--- src/logic/mmtwi_pkg.sv ---
// Shared constants and types of the multi-master two-wire bus interface.
// Assumes one 25 MHz system clock that also serves as the oscillator clock.
package mmtwi_pkg;

	// ------------------------------------------------------------------
	// Register offsets
	// ------------------------------------------------------------------
	localparam logic [7:0] ADDR_BUS_CONTROL = 8'hf0;
	localparam logic [7:0] ADDR_STATUS      = 8'hf1;
	localparam logic [7:0] ADDR_SHIFT       = 8'hf2;
	localparam logic [7:0] ADDR_OWN         = 8'hf3;

	// ------------------------------------------------------------------
	// Field positions
	// ------------------------------------------------------------------
	localparam int CTL_ACK_EN   = 7;
	localparam int CTL_CLK_SEL  = 6;
	localparam int CTL_IRQ_EN   = 5;
	localparam int CTL_PEND     = 4;
	localparam int CTL_PRESC_HI = 3;
	localparam int ST_MASTER    = 7;
	localparam int ST_TX        = 6;
	localparam int ST_BUSY      = 5;
	localparam int ST_OE        = 4;
	localparam int OWN_ADDR_LO  = 1;

	// ------------------------------------------------------------------
	// Reset values and timing
	// ------------------------------------------------------------------
	localparam logic [7:0]  CTL_RESET    = 8'h00;
	localparam logic [7:0]  OWN_RESET    = 8'h00;
	localparam int          SRC_DIV_FAST = 16;
	localparam int          SRC_DIV_SLOW = 512;
	localparam logic [12:0] HALF_FAST    = 13'(SRC_DIV_FAST / 2);
	localparam logic [12:0] HALF_SLOW    = 13'(SRC_DIV_SLOW / 2);
	localparam logic [3:0]  FREE_CYCLES  = 4'h4;
	localparam logic [3:0]  BITS_BYTE    = 4'h8;
	localparam logic [3:0]  BIT_ACK      = 4'h9;

	// ------------------------------------------------------------------
	// Types
	// ------------------------------------------------------------------
	typedef enum logic [1:0] {
		M_IDLE,
		M_RUN,
		M_RESTART,
		M_STOP
	} mmtwi_mphase_e;

	typedef struct packed {
		logic [7:0] addr;
		logic [7:0] wdata;
		logic       we;
		logic       re;
	} mmtwi_req_s;

	typedef struct packed {
		logic scl;
		logic sda;
	} mmtwi_pin_in_s;

	typedef struct packed {
		logic scl_out;
		logic scl_oe;
		logic sda_out;
		logic sda_oe;
	} mmtwi_pin_out_s;

	typedef struct packed {
		logic [7:0]     ctl;
		logic [7:0]     own;
		logic [7:0]     shift;
		logic [7:0]     rdata;
		logic           ms;
		logic           tx;
		logic           oe_en;
		logic           busy;
		logic           arb;
		logic           match;
		logic           gc;
		logic           last;
		logic           scl_s1;
		logic           scl_s2;
		logic           scl_d;
		logic           sda_s1;
		logic           sda_s2;
		logic           sda_d;
		mmtwi_pin_out_s pins;
		logic [3:0]     bitcnt;
		logic           addr_ph;
		logic           active;
		logic           hold;
		logic           start_req;
		logic           stop_req;
		mmtwi_mphase_e  mph;
		logic [12:0]    tcnt;
		logic [3:0]     free_cnt;
		logic           freeing;
		logic           irq;
	} mmtwi_state_s;

endpackage : mmtwi_pkg

--- src/logic/mmtwi_top.sv ---
// Multi-master two-wire bus interface: master/slave, transmit/receive.
// Assumes open-drain pins resolved outside and a one-cycle register port.
module mmtwi_top (
	// Clock and reset
	input  wire logic                      clk,
	input  wire logic                      rstn,
	// Register port
	input  wire mmtwi_pkg::mmtwi_req_s     bus,
	output logic [7:0]                     rdata,
	// Bus pins
	input  wire mmtwi_pkg::mmtwi_pin_in_s  pin_in,
	output mmtwi_pkg::mmtwi_pin_out_s      pin_out,
	// Transfer request
	output logic                           xfer_irq
);
	import mmtwi_pkg::*;

	// ------------------------------------------------------------------
	// State and decoded events
	// ------------------------------------------------------------------
	mmtwi_state_s s;
	mmtwi_state_s next_s;

	logic        rise;
	logic        fall;
	logic        start_det;
	logic        stop_det;
	logic [12:0] half_m1;
	logic [7:0]  status_byte;
	logic        addr_hit;
	logic        gen_call;

	assign rise      = s.scl_s2 & ~s.scl_d;
	assign fall      = ~s.scl_s2 & s.scl_d;
	assign start_det = s.scl_s2 & s.scl_d & s.sda_d & ~s.sda_s2;
	assign stop_det  = s.scl_s2 & s.scl_d & ~s.sda_d & s.sda_s2;
	assign gen_call  = (s.shift[7:OWN_ADDR_LO] == 7'h00);
	assign addr_hit  = (s.shift[7:OWN_ADDR_LO] == s.own[7:OWN_ADDR_LO]) | gen_call;

	// Half SCL period in system clocks, less one
	assign half_m1 = 13'((s.ctl[CTL_CLK_SEL] ? HALF_SLOW : HALF_FAST)
		* ({9'h000, s.ctl[CTL_PRESC_HI:0]} + 13'h0001) - 13'h0001);

	assign status_byte = {s.ms, s.tx, s.busy, s.oe_en, s.arb, s.match, s.gc, s.last};

	// ------------------------------------------------------------------
	// Next state
	// ------------------------------------------------------------------
	always_comb begin
		logic set_pend;
		logic release_hold;
		logic tmr_run;
		set_pend     = 1'b0;
		release_hold = 1'b0;
		tmr_run      = 1'b0;
		next_s       = s;

		// Pin synchronisers
		next_s.scl_s1 = pin_in.scl;
		next_s.scl_s2 = s.scl_s1;
		next_s.scl_d  = s.scl_s2;
		next_s.sda_s1 = pin_in.sda;
		next_s.sda_s2 = s.sda_s1;
		next_s.sda_d  = s.sda_s2;

		// Register reads
		next_s.rdata = 8'h00;
		if (bus.re) begin
			if (bus.addr == ADDR_BUS_CONTROL) begin
				next_s.rdata = s.ctl;
			end else if (bus.addr == ADDR_STATUS) begin
				next_s.rdata = status_byte;
			end else if (bus.addr == ADDR_SHIFT) begin
				next_s.rdata = s.shift;
				if (s.hold && !s.tx) begin
					release_hold = 1'b1;
				end
			end else if (bus.addr == ADDR_OWN) begin
				next_s.rdata = s.own;
			end
		end

		// Register writes
		if (bus.we) begin
			if (bus.addr == ADDR_BUS_CONTROL) begin
				next_s.ctl = {bus.wdata[7:5], s.ctl[CTL_PEND] & bus.wdata[CTL_PEND],
					bus.wdata[3:0]};
			end else if (bus.addr == ADDR_STATUS) begin
				next_s.ms    = bus.wdata[ST_MASTER];
				next_s.tx    = bus.wdata[ST_TX];
				next_s.oe_en = bus.wdata[ST_OE];
				if (bus.wdata[ST_MASTER] && bus.wdata[ST_BUSY]) begin
					next_s.start_req = 1'b1;
				end else if (bus.wdata[ST_MASTER] && s.busy && s.ms) begin
					next_s.stop_req = 1'b1;
				end
				// Flags in bits 3..0 ignore the write
			end else if (bus.addr == ADDR_SHIFT) begin
				if (s.oe_en) begin
					next_s.shift = bus.wdata;
					if (s.hold) begin
						release_hold = 1'b1;
						if (s.tx) begin
							next_s.pins.sda_oe = ~bus.wdata[7];
						end
					end
				end
			end else if (bus.addr == ADDR_OWN) begin
				next_s.own = {bus.wdata[7:OWN_ADDR_LO], 1'b0};
			end
		end

		// Stretch release
		if (release_hold) begin
			next_s.hold = 1'b0;
			next_s.tcnt = 13'h0000;
			if (!s.ms) begin
				next_s.pins.scl_oe = 1'b0;
			end
		end

		// Master stop or repeated start out of a stretched slot
		if (s.hold && s.ms && s.stop_req) begin
			next_s.hold        = 1'b0;
			next_s.stop_req    = 1'b0;
			next_s.pins.sda_oe = 1'b1;
			next_s.mph         = M_STOP;
			next_s.tcnt        = 13'h0000;
		end else if (s.hold && s.ms && s.start_req) begin
			next_s.hold        = 1'b0;
			next_s.start_req   = 1'b0;
			next_s.pins.sda_oe = 1'b0;
			next_s.mph         = M_RESTART;
			next_s.tcnt        = 13'h0000;
		end

		// Start from a free bus
		if (s.start_req && s.ms && !s.busy && !start_det) begin
			next_s.pins.sda_oe = 1'b1;
			next_s.mph         = M_RUN;
		end

		// Bus free delay
		if (s.freeing) begin
			if (s.free_cnt == 4'h0) begin
				next_s.busy    = 1'b0;
				next_s.freeing = 1'b0;
			end else begin
				next_s.free_cnt = s.free_cnt - 4'h1;
			end
		end

		// ------------------------------------------------------------------
		// Bit engine
		// ------------------------------------------------------------------
		if (stop_det) begin
			next_s.freeing     = 1'b1;
			next_s.free_cnt    = FREE_CYCLES;
			next_s.active      = 1'b0;
			next_s.hold        = 1'b0;
			next_s.ms          = 1'b0;
			next_s.stop_req    = 1'b0;
			next_s.mph         = M_IDLE;
			next_s.pins.scl_oe = 1'b0;
			next_s.pins.sda_oe = 1'b0;
		end else if (start_det) begin
			next_s.busy      = 1'b1;
			next_s.freeing   = 1'b0;
			next_s.bitcnt    = 4'h0;
			next_s.addr_ph   = 1'b1;
			next_s.active    = 1'b1;
			next_s.hold      = 1'b0;
			next_s.arb       = 1'b0;
			next_s.match     = 1'b0;
			next_s.gc        = 1'b0;
			next_s.start_req = 1'b0;
			next_s.tcnt      = 13'h0000;
			next_s.tx        = s.ms;
			next_s.mph       = s.ms ? M_RUN : M_IDLE;
			if (!s.ms) begin
				next_s.pins.scl_oe = 1'b0;
				next_s.pins.sda_oe = 1'b0;
			end
		end else if (s.active && s.busy) begin
			if (rise) begin
				if (s.bitcnt < BITS_BYTE) begin
					next_s.shift  = {s.shift[6:0], s.sda_s2};
					next_s.bitcnt = s.bitcnt + 4'h1;
					if (s.ms && s.tx && !s.pins.sda_oe && !s.sda_s2) begin
						next_s.arb         = 1'b1;
						next_s.ms          = 1'b0;
						next_s.tx          = 1'b0;
						next_s.mph         = M_IDLE;
						next_s.pins.scl_oe = 1'b0;
						next_s.active      = s.addr_ph;
						set_pend           = 1'b1;
					end
				end else if (s.bitcnt == BITS_BYTE) begin
					next_s.last   = s.sda_s2;
					next_s.bitcnt = BIT_ACK;
				end
			end
			if (fall) begin
				if (s.bitcnt < BITS_BYTE) begin
					if (s.tx) begin
						next_s.pins.sda_oe = ~s.shift[7];
					end
				end else if (s.bitcnt == BITS_BYTE) begin
					if (s.addr_ph && !s.ms) begin
						if (addr_hit) begin
							next_s.match       = 1'b1;
							next_s.gc          = gen_call;
							next_s.tx          = s.shift[0];
							next_s.pins.sda_oe = s.ctl[CTL_ACK_EN];
						end else begin
							next_s.active      = 1'b0;
							next_s.pins.sda_oe = 1'b0;
						end
					end else if (s.addr_ph) begin
						next_s.tx          = ~s.shift[0];
						next_s.pins.sda_oe = 1'b0;
					end else begin
						next_s.pins.sda_oe = s.tx ? 1'b0 : s.ctl[CTL_ACK_EN];
					end
				end else begin
					next_s.bitcnt      = 4'h0;
					next_s.addr_ph     = 1'b0;
					next_s.pins.sda_oe = 1'b0;
					set_pend           = 1'b1;
					if (!s.ms && s.tx && s.last) begin
						next_s.active = 1'b0;
					end else begin
						next_s.hold        = 1'b1;
						next_s.pins.scl_oe = 1'b1;
					end
				end
			end
		end

		// ------------------------------------------------------------------
		// Master SCL generator
		// ------------------------------------------------------------------
		tmr_run = s.ms && s.busy && !s.hold && (s.mph != M_IDLE)
			&& (s.pins.scl_oe || s.scl_s2);
		if (tmr_run && !start_det && !stop_det) begin
			if (s.tcnt >= half_m1) begin
				next_s.tcnt = 13'h0000;
				if (s.pins.scl_oe) begin
					next_s.pins.scl_oe = 1'b0;
				end else begin
					case (s.mph)
						M_STOP: begin
							next_s.pins.sda_oe = 1'b0;
						end
						M_RESTART: begin
							next_s.pins.sda_oe = 1'b1;
						end
						default: begin
							next_s.pins.scl_oe = 1'b1;
						end
					endcase
				end
			end else begin
				next_s.tcnt = s.tcnt + 13'h0001;
			end
		end else if (!start_det) begin
			next_s.tcnt = 13'h0000;
		end

		// Pending flag: a set wins over a software clear
		if (set_pend) begin
			next_s.ctl[CTL_PEND] = 1'b1;
		end
		next_s.irq = next_s.ctl[CTL_IRQ_EN] & next_s.ctl[CTL_PEND];

		// Synchronous reset
		if (!rstn) begin
			next_s        = '0;
			next_s.ctl    = CTL_RESET;
			next_s.own    = OWN_RESET;
			next_s.mph    = M_IDLE;
			next_s.scl_s1 = 1'b1;
			next_s.scl_s2 = 1'b1;
			next_s.scl_d  = 1'b1;
			next_s.sda_s1 = 1'b1;
			next_s.sda_s2 = 1'b1;
			next_s.sda_d  = 1'b1;
		end
	end

	// ------------------------------------------------------------------
	// State register and outputs
	// ------------------------------------------------------------------
	always_ff @(posedge clk) begin
		s <= next_s;
	end

	assign rdata    = s.rdata;
	assign pin_out  = s.pins;
	assign xfer_irq = s.irq;

endmodule : mmtwi_top

--- config.mk ---
export PLATFORM = sky130hd
export DESIGN_NAME = mmtwi_top
export DESIGN_NICKNAME = d
export VERILOG_FILES = /design/src/logic/mmtwi_pkg.sv /design/src/logic/mmtwi_top.sv
export SDC_FILE = /design/constraint.sdc
export NUM_CORES = 1
export LEC_CHECK = 0
export BUFFER_PORTS_ARGS = -buffer_cell sky130_fd_sc_hd__buf_4
export CAP_MARGIN = 10
export CORE_ASPECT_RATIO = 0.75
export CORE_MARGIN = 2
export CORE_UTILIZATION = 50
export DETAILED_ROUTE_END_ITERATION = 16
export GPL_TIMING_DRIVEN = 0
export PLACE_DENSITY = 0.77
export SETUP_SLACK_MARGIN = 0.15
export SLEW_MARGIN = 10
export SYNTH_ARGS = -nofsm -noshare
export SYNTH_HDL_FRONTEND = slang
export SYNTH_SLANG_ARGS = --single-unit
--- constraint.sdc ---
create_clock -name clk -period 4.2 [get_ports clk]
set_input_delay 0 -clock clk [delete_from_list [all_inputs] [get_ports clk]]
set_output_delay 0 -clock clk [all_outputs]
set_load 0.03 [all_outputs]
-- After elaboration in Yosys (flattened, before gate mapping)
Index checks and enable logic that the tools add are counted.
- register bits after elaboration: 77
- output and inout bits: 13
- word-level logic and storage cells: 301
- add/subtract/negate cells: 5
- $mul: 1
- magnitude comparators: 2
- equality and inequality tests: 12
- multiplexer cells: 162
- bitwise logic cells: 26
- reductions and logical operators: 60
- operator list (cell ; number):
    $mux 8 ; 16
    $mux 1 ; 100
    $mux 13 ; 5
    $mux 2 ; 19
    $eq 8x8->1 const B ; 4
    $mux 16 ; 2
    $mux 15 ; 2
    $logic_and 1x1->1 ; 23
    $mux 22 ; 1
    $mux 4 ; 5
    $reduce_and 5->1 ; 4
    $reduce_bool 2->1 ; 10
    $mux 3 ; 6
    $not 1->1 ; 16
    $add 13x1->13 const B ; 1
    $ge 13x13->1 ; 1
    $mul 9x5->13 ; 1
    $sub 13x1->13 const B ; 1
    $mux 5 ; 2
    $reduce_and 2->1 ; 5
    $and 1x1->1 ; 9
    $mux 9 ; 1
    $logic_not 1->1 ; 8
    $eq 7x7->1 ; 1
    other kinds (20) ; 25

-- Depth between registers and ports, before layout
Gate-level depths: netlist of the first run.
- depth after elaboration: 28
- depth in mapped cells: 18
- depth with buffers taken out: 18

-- Worst setup path before layout of the first run
OpenSTA, ideal clock, no wires.
- path kind: flip-flop to flip-flop
- start: register s[74] in the netlist's numbering
- end: register s, in the netlist pin_out[2]
- setup time: 0.095 ns
- data arrival time: 3.659 ns
- data required time: 4.105 ns
- setup slack: 0.446 ns
- cell stages (with the launch flop): 18
- path through: dfxtp_1 -> nand3_1 -> xor2_1 -> or2_2 -> ha_1 -> ha_1 -> a41oi_1 -> nor2b_1 -> o211a_1 -> a311oi_1 -> xnor2_1 -> ha_1 -> nand4_1 -> a211oi_1 -> o41ai_1 -> a21oi_1 -> nand2b_1 -> a221oi_1
- cells in the longest elaborated chain, start to end: 6
- ends and longest elaborated chain (element ; RTL line ; source):
    start, declared ; mmtwi_top.sv:21 ; mmtwi_state_s s;
    start signal, assigned ; mmtwi_top.sv:295 ; s <= next_s;
    $add 4x1->5 ; mmtwi_top.sv:42 ; * ({9'h000, s.ctl[CTL_PRESC_HI:0]} + 13'h0001) - 13'h0001);
    $mul 9x5->13 ; mmtwi_top.sv:42 ;
    $sub 13x1->13 ; mmtwi_top.sv:42 ;
    $ge 13x13->1 ; mmtwi_top.sv:246 ; if (s.tcnt >= half_m1) begin
    $mux 1 ; mmtwi_top.sv:246 ;
    $mux 1 ; mmtwi_top.sv:245 ; if (tmr_run && !start_det && !stop_det) begin
No other way between the ends.
A chain may end at the register's enable or synchronous reset.

-- Final worst setup path of the first run
- start: register s[78] in the netlist's numbering
- end: register s, in the netlist pin_out[2]
- cells in the longest elaborated chain, start to end: 6
- ends and longest elaborated chain (element ; RTL line ; source):
    $mux 9 ; mmtwi_top.sv:41 ; assign half_m1 = 13'((s.ctl[CTL_CLK_SEL] ? HALF_SLOW : HALF_FAST)
    $mul 9x5->13 ; mmtwi_top.sv:42 ;
    $sub 13x1->13 ; mmtwi_top.sv:42 ;
    $ge 13x13->1 ; mmtwi_top.sv:246 ;
    $mux 1 ; mmtwi_top.sv:246 ;
    $mux 1 ; mmtwi_top.sv:245 ;
No other way between the ends.

==> flow_summary.ini, run 1 <==
[status]
run_status = completed

[placement]
gp_congestion = 1.00
portBuffers = 31
dpl_cell_area_mm2 = 0.00491
place_inst = 660
dp_hpwl_mm = 8.15

[clock_tree]
cts_root_buffer = clkbuf_16
clock_path_buffers = 2
cts.sinks = 77
numCtsBuffers = 9
cts_max_level = 3
cts_tree = built
clock_latency_ns = 0.34
clk_pin_slew_ns = 0.06

[cells_and_area]
area_growth_pct = 19.6
final_area_mm2 = 0.00542
n_antenna_cell = 0
fillCellCount = 723
nNetsFinal = 624
stdcell_count = 691
drive_gt1_share_pct = 18.7

[detailed_routing]
drc = 0
drt_iter0_drc = 332
num_vias = 3966
post_drt_wl_per_cell_um = 16.6
ant_nets = 0
first_pass_iters = 5
routed_wl_mm = 11.5
avgViaCountPerCell = 5.74

[sta]
worst_slew_pin_slew_ns = 0.693
rsz0062_at_grt = no
fmax_mhz = 256
layout_worst_path_cycle_share_pct = 92.8
fin_worst_skew_ns = 0.00565
slew_viol_final = 0
timing.slew.headroom_pct = 53.8
period_minus_slack_ns = 3.90
setup_viol = 0
hold_viol = 0

[setup_path]
crit_type = flip-flop to flip-flop
crit_required_ns = 4.45
cp-end-kind = flip-flop
crit_arrival_ns = 4.15
critPathMaxFanout = 10
worstSetupStartpointType = flip-flop

[power]
finalPower_mw = 1.51
p_leak_nw = 2.14
vdd_ir_drop_max_v = 0.000272
power_per_cell_area_mw_per_mm2 = 278

[floorplanning]
initial_core_util_pct = 50.7
core_area_mm2 = 0.00893
die_area_mm2 = 0.00985
die_w_um = 114
rows = 30
chipHeight_um = 86.4
io_pins = 35

[logic_synthesis]
avgSynthCellArea_um2 = 8.78
ys_seq_area_share_pct = 34.0
ys_ff_latch = 77
yosysWarnings = 0
synthCells = 516
ys_types = 64
syn_area_mm2 = 0.00453
synthFlopType = dfxtp_1
synth-async-reset-ratio_pct = 0
synth_enable_flop_cells = 0

[global_route]
grt_pass1_wl_mm = 18.1
antenna_found_initial = 0
grt_max_degree = 12
grt_pass1_vias = 3744
track_usage_pct = 23.5
grt.overflow.total = 0

[min_path]
min_path_type = primary input to flip-flop

[job]
cap_violations = 0
[per-stage QoR]
stage	setup TNS (ns)	hold WS (ns)	util, %	setup slack [ns]
after floorplan	0	0.101	-	0.446
final	0	0.0161	60.7	0.301
after global routing	0	0.0229	60.7	0.0441
after detailed placement	-1.75	0.187	54.9	-0.182
after global placement	-0.627	0.183	54.9	-0.0610
after CTS	0	0.00146	59.1	0.176
[sequential cells by signal, summed over array words and instances (netlist names)]
register	count
rdata	8
pin_out	2
xfer_irq	1
s	66
[power by group]
| group | total [mW] | internal (mW) | switching [mW] |
|---|---|---|---|
| clock | 0.683 | 0.399 | 0.284 |
| combinational | 0.0879 | 0.0383 | 0.0496 |
| sequential | 0.738 | 0.733 | 0.00461 |
| total | 1.51 | 1.17 | 0.338 |
[synth_stat cells, types with 2 or more instances]
master | n | area share (%)
nand4_1 | 4 | 0.55
buf_6 | 2 | 0.50
buf_2 | 6 | 0.66
nor4_1 | 3 | 0.41
a21oi_1 | 26 | 2.9
and2_1 | 5 | 0.69
a211oi_1 | 13 | 2.2
nor2_1 | 74 | 6.1
a21boi_0 | 2 | 0.33
ha_1 | 28 | 7.7
a41oi_1 | 3 | 0.58
nor4_2 | 2 | 0.55
or2_1 | 2 | 0.28
inv_1 | 18 | 1.5
nand2b_1 | 12 | 1.7
a21o_1 | 2 | 0.33
xor2_1 | 22 | 4.3
mux2i_1 | 31 | 6.8
o21ai_1 | 9 | 0.99
nor3_1 | 6 | 0.66
nand3_1 | 16 | 1.8
and3_1 | 7 | 0.97
a31oi_1 | 4 | 0.55
clkbuf_1 | 12 | 0.99
buf_4 | 13 | 2.2
nand4b_1 | 3 | 0.58
o22ai_1 | 3 | 0.41
nor2b_1 | 15 | 2.1
nand2_1 | 34 | 2.8
dfxtp_1 | 77 | 34
o21a_1 | 2 | 0.33
nor3_4 | 2 | 0.72
mux4_2 | 7 | 3.5
or4_1 | 2 | 0.33
o21ai_0 | 10 | 1.1
xnor2_1 | 8 | 1.5
a211oi_2 | 2 | 0.55
nand3b_1 | 2 | 0.33
a311oi_1 | 2 | 0.39
[critical path, stage by stage, from the launching register on]
cell and delay [ns]:
dfxtp_1 0.43, clkbuf_2 0.27, or2_4 0.18, inv_1 0.05, ha_1 0.30, ha_1 0.34, nor2b_2 0.18, o211a_1 0.26
a311oi_2 0.22, xnor2_1 0.14, ha_1 0.33, nand4_1 0.14, a211oi_2 0.26, o41ai_2 0.13, a21oi_2 0.27, nand2b_1 0.10
a221oi_2 0.21
[area by class of cell]
cell class | count | area, um^2 | area share, %
flip-flops and latches | 77 | 1550 | 28.6
inverters | 18 | 67.6 | 1.25
repair buffers | 46 | 368 | 6.79
multi-input cells | 388 | 2830 | 52.2
clock buffers | 14 | 244 | 4.50
clock inverters | 2 | 10.0 | 0.185
plain buffers | 34 | 208 | 3.83
well taps | 112 | 140 | 2.59
[metal layers]
layer	up-vias	track usage, %	share of wire (%)
met5	-	0	0
met4	0	7.32	1.9
met3	21	6.36	6.6
met2	133	37.1	45
met1	1887	31.7	46
li1	1925	-	-
[cells in the final DEF (no fill, tap or decap), types with 5 or more instances in the layout]
cell,count
nand3_1,15
buf_4,52
a21oi_1,25
nor3_1,6
dlygate4sd3_1,9
nand2_1,34
buf_2,6
nand2b_1,12
and3_1,7
inv_1,17
mux2i_1,31
clkbuf_1,14
clkbuf_16,9
dfxtp_1,74
mux4_2,7
o21ai_0,10
xnor2_1,8
nor2_1,74
a211oi_1,11
nor2b_1,14
ha_1,25
o21ai_1,9
xor2_1,21
and2_1,5
[what timing repair did]
item / 4_1_cts / 5_1_grt
pin swaps: 2 / 13
setup endpoints to repair: 15 / 14
hold buffers: 9 / 0
endpoints found under the hold margin: 15 / 0
gates resized for setup: 10 / 22
setup buffers: 0 / 6
[final timing paths]
| check | depth (start not counted) | startpoint | slack [ns] | to |
|---|---|---|---|---|
| setup reg to reg | 16 | s[78] | 0.30 | pin_out[2] |
| hold reg to reg | 1 | s[39] | 0.41 | s[38] |
| setup / recovery | 16 | s[78] | 0.30 | pin_out[2] |
| hold / removal | 3 | rstn | 0.02 | s[23] |
[cell families after synthesis]
logic type	count (synthesis)	share of synthesized area, %
compound gates	88	12.5
xor+xnor	30	5.80
fa+ha+maj	28	7.73
buf+inv	52	5.88
flops	77	34.0
mux	38	10.3
other cells	1	0.0828
simple gates	202	23.6
(Power assumes the default switching activity.)
==> run 2, diff against run 1 <==
- CORE_MARGIN: 2 -> unset
- RECOVER_POWER: unset -> 25
==> run 2 against run 1 <==
  * The run now ends with design-rule violations left
  * Combinational power is 2.8% higher
  * Critical endpoint unchanged
  * Wire length is 3.4% higher
  * Maximum frequency is 1.8% lower
  * Utilization is 2.3 points higher
  * Clock skew is 0.0039 ns higher
  * Die area is 4.0% lower
  * Total power is 9.8% higher
  * Critical path depth is 2 higher
  * Largest power group is now clock
  * Critical path type unchanged
  * Sequential share of layout area is 0.099 points lower
  * Flip-flop and latch count stayed put
==> flow_summary.ini, run 2 (synthesis gave the netlist of run 1 again) <==
[global_route]
grt_max_degree = 14
grt_pass1_vias = 3763
track_usage_pct = 25.5
grt_pass1_wl_mm = 19.0
grt.overflow.total = 0
antenna_found_initial = 0

[detailed_routing]
routed_wl_mm = 11.8
avgViaCountPerCell = 5.95
first_pass_iters = 12
num_vias = 4093
drc = 6
ant_nets = 0
drt_iter0_drc = 579
post_drt_wl_per_cell_um = 17.2

[setup_path]
worstSetupStartpointType = flip-flop
crit_required_ns = 4.45
cp-end-kind = flip-flop
critPathMaxFanout = 6
crit_type = flip-flop to flip-flop
crit_arrival_ns = 4.22

[sta]
whs_ns = 0.0594
rsz0062_at_grt = no
setup_viol = 0
worst_slew_pin_slew_ns = 0.698
slew_viol_final = 0
timing.slew.headroom_pct = 53.5
hold_viol = 0
period_minus_slack_ns = 3.97
layout_worst_path_cycle_share_pct = 94.5
fmax_mhz = 252
fin_worst_skew_ns = 0.00954
setup_ws_ns = 0.232

[power]
seq_power_share_pct = 44.5
vdd_ir_drop_max_v = 0.000207
p_leak_nw = 2.13
pwr-share-comb_pct = 5.5
p_int_mw = 1.29
p_sw_share_pct = 21.9
power_per_cell_area_mw_per_mm2 = 305
p_clk_share_pct = 50.1
p_sw_uw = 363
finalPower_mw = 1.66

[clock_tree]
clk_pin_slew_ns = 0.06
clock_latency_ns = 0.33
cts.sinks = 77
clock_path_buffers = 2
cts_tree = built
cts_root_buffer = clkbuf_16
numCtsBuffers = 9
cts_max_level = 3

[cells_and_area]
multi_input_area_mm2 = 0.00283
largest_reg_flops = 66
final_area_mm2 = 0.00544
nNetsFinal = 625
regArea_mm2 = 0.00155
fillCellCount = 716
drive_gt1_share_pct = 16.9
mostFrequentLayoutCells = nor2_1, dfxtp_1, buf_4, nand2_1, mux2i_1
postLayoutCoreUtil_pct = 63.0
n_antenna_cell = 0
regMostFlops = s
area_growth_pct = 20.0

[status]
violations = design-rule violations
run_status = finished with violations

[floorplanning]
core_area_mm2 = 0.00864
rows = 29
initial_core_util_pct = 52.5
die_area_mm2 = 0.00945
die_w_um = 112
io_pins = 35
chipHeight_um = 84.4

[job]
cap_violations = 0

[placement]
gp_congestion = 0.903
dp_slack_ns = -0.205
portBuffers = 31
dpl_cell_area_mm2 = 0.00490
dp_hpwl_mm = 8.39

[min_path]
min_path_type = primary input to flip-flop
## run 2: cell types whose count changed in the layout (fill, tap and decap cells not counted), moves of 2 or more
cell	delta
bufinv_16	+2
clkbuf_1	+9
buf_4	-13
clkinv_2	-2
clkinv_4	+2
## run 2: through the flow
stage                     setup TNS (ns)  instances
final                                  0        688
after global routing                   0        688
after CTS                              0        682
after detailed placement           -2.26        656
after global placement            -0.765        656
after floorplan                        0        517
## run 2: timing repair
action | 4_1_cts | 5_1_grt
setup endpoints to repair | 15 | 15
hold endpoints to repair | 16 | 0
pin swaps | 2 | 10
resized for setup | 12 | 18
hold buffers | 10 | 0
buffers inserted | 0 | 6
gates cloned | 0 | 0
## run 2: path summary, 6_finish.rpt
kind / start / endpoint / slack, ns / depth (start not counted)
hold / removal: bus[11] / rdata[0] / 0.06 / 4
setup reg to reg: s[72] / pin_out[2] / 0.23 / 18
setup / recovery: s[72] / pin_out[2] / 0.23 / 18
hold reg to reg: s[39] / s[38] / 0.41 / 1
## run 2: worst max-delay path, cell delays in order, from the launching register on
cell      delay (ns)
dfxtp_4         0.40
ha_4            0.17
xor2_1          0.25
nand2_1         0.14
inv_1           0.08
ha_1            0.25
ha_4            0.22
a41oi_2         0.16
nor2b_2         0.07
o211a_1         0.27
a311oi_2        0.29
xnor2_2         0.14
ha_1            0.32
nand4_1         0.13
a211oi_2        0.24
o41ai_2         0.13
a21oi_2         0.30
nand2b_1        0.11
a221oi_2        0.20
## run 2: final cells by class
class	count	share of cell area, %
clock inverter	5	1.56
inverter	18	1.24
buffer	34	3.82
multi-input combinational	388	51.9
sequential	77	28.5
timing repair buffer	47	6.12
clock buffer	11	4.28
tap	108	2.48
## run 2: power by group through the flow
stage / sequential [mW] / combinational [mW] / clock, mW
finish: 0.737 / 0.0904 / 0.830
global route: 0.737 / 0.0962 / 0.873
CTS: 0.739 / 0.0874 / 0.837
detailed placement: 0.755 / 0.0787 / 0
global placement: 0.755 / 0.0772 / 0
floorplan: 0.754 / 0.0445 / 0
## run 2: per-layer routing
layer	up-vias	share of wire, %	global-route usage, %
met5	-	0	0
met4	0	2.1	8.97
met3	26	9.3	4.26
met2	241	46	41.1
met1	1900	43	34.6
li1	1926	-	-
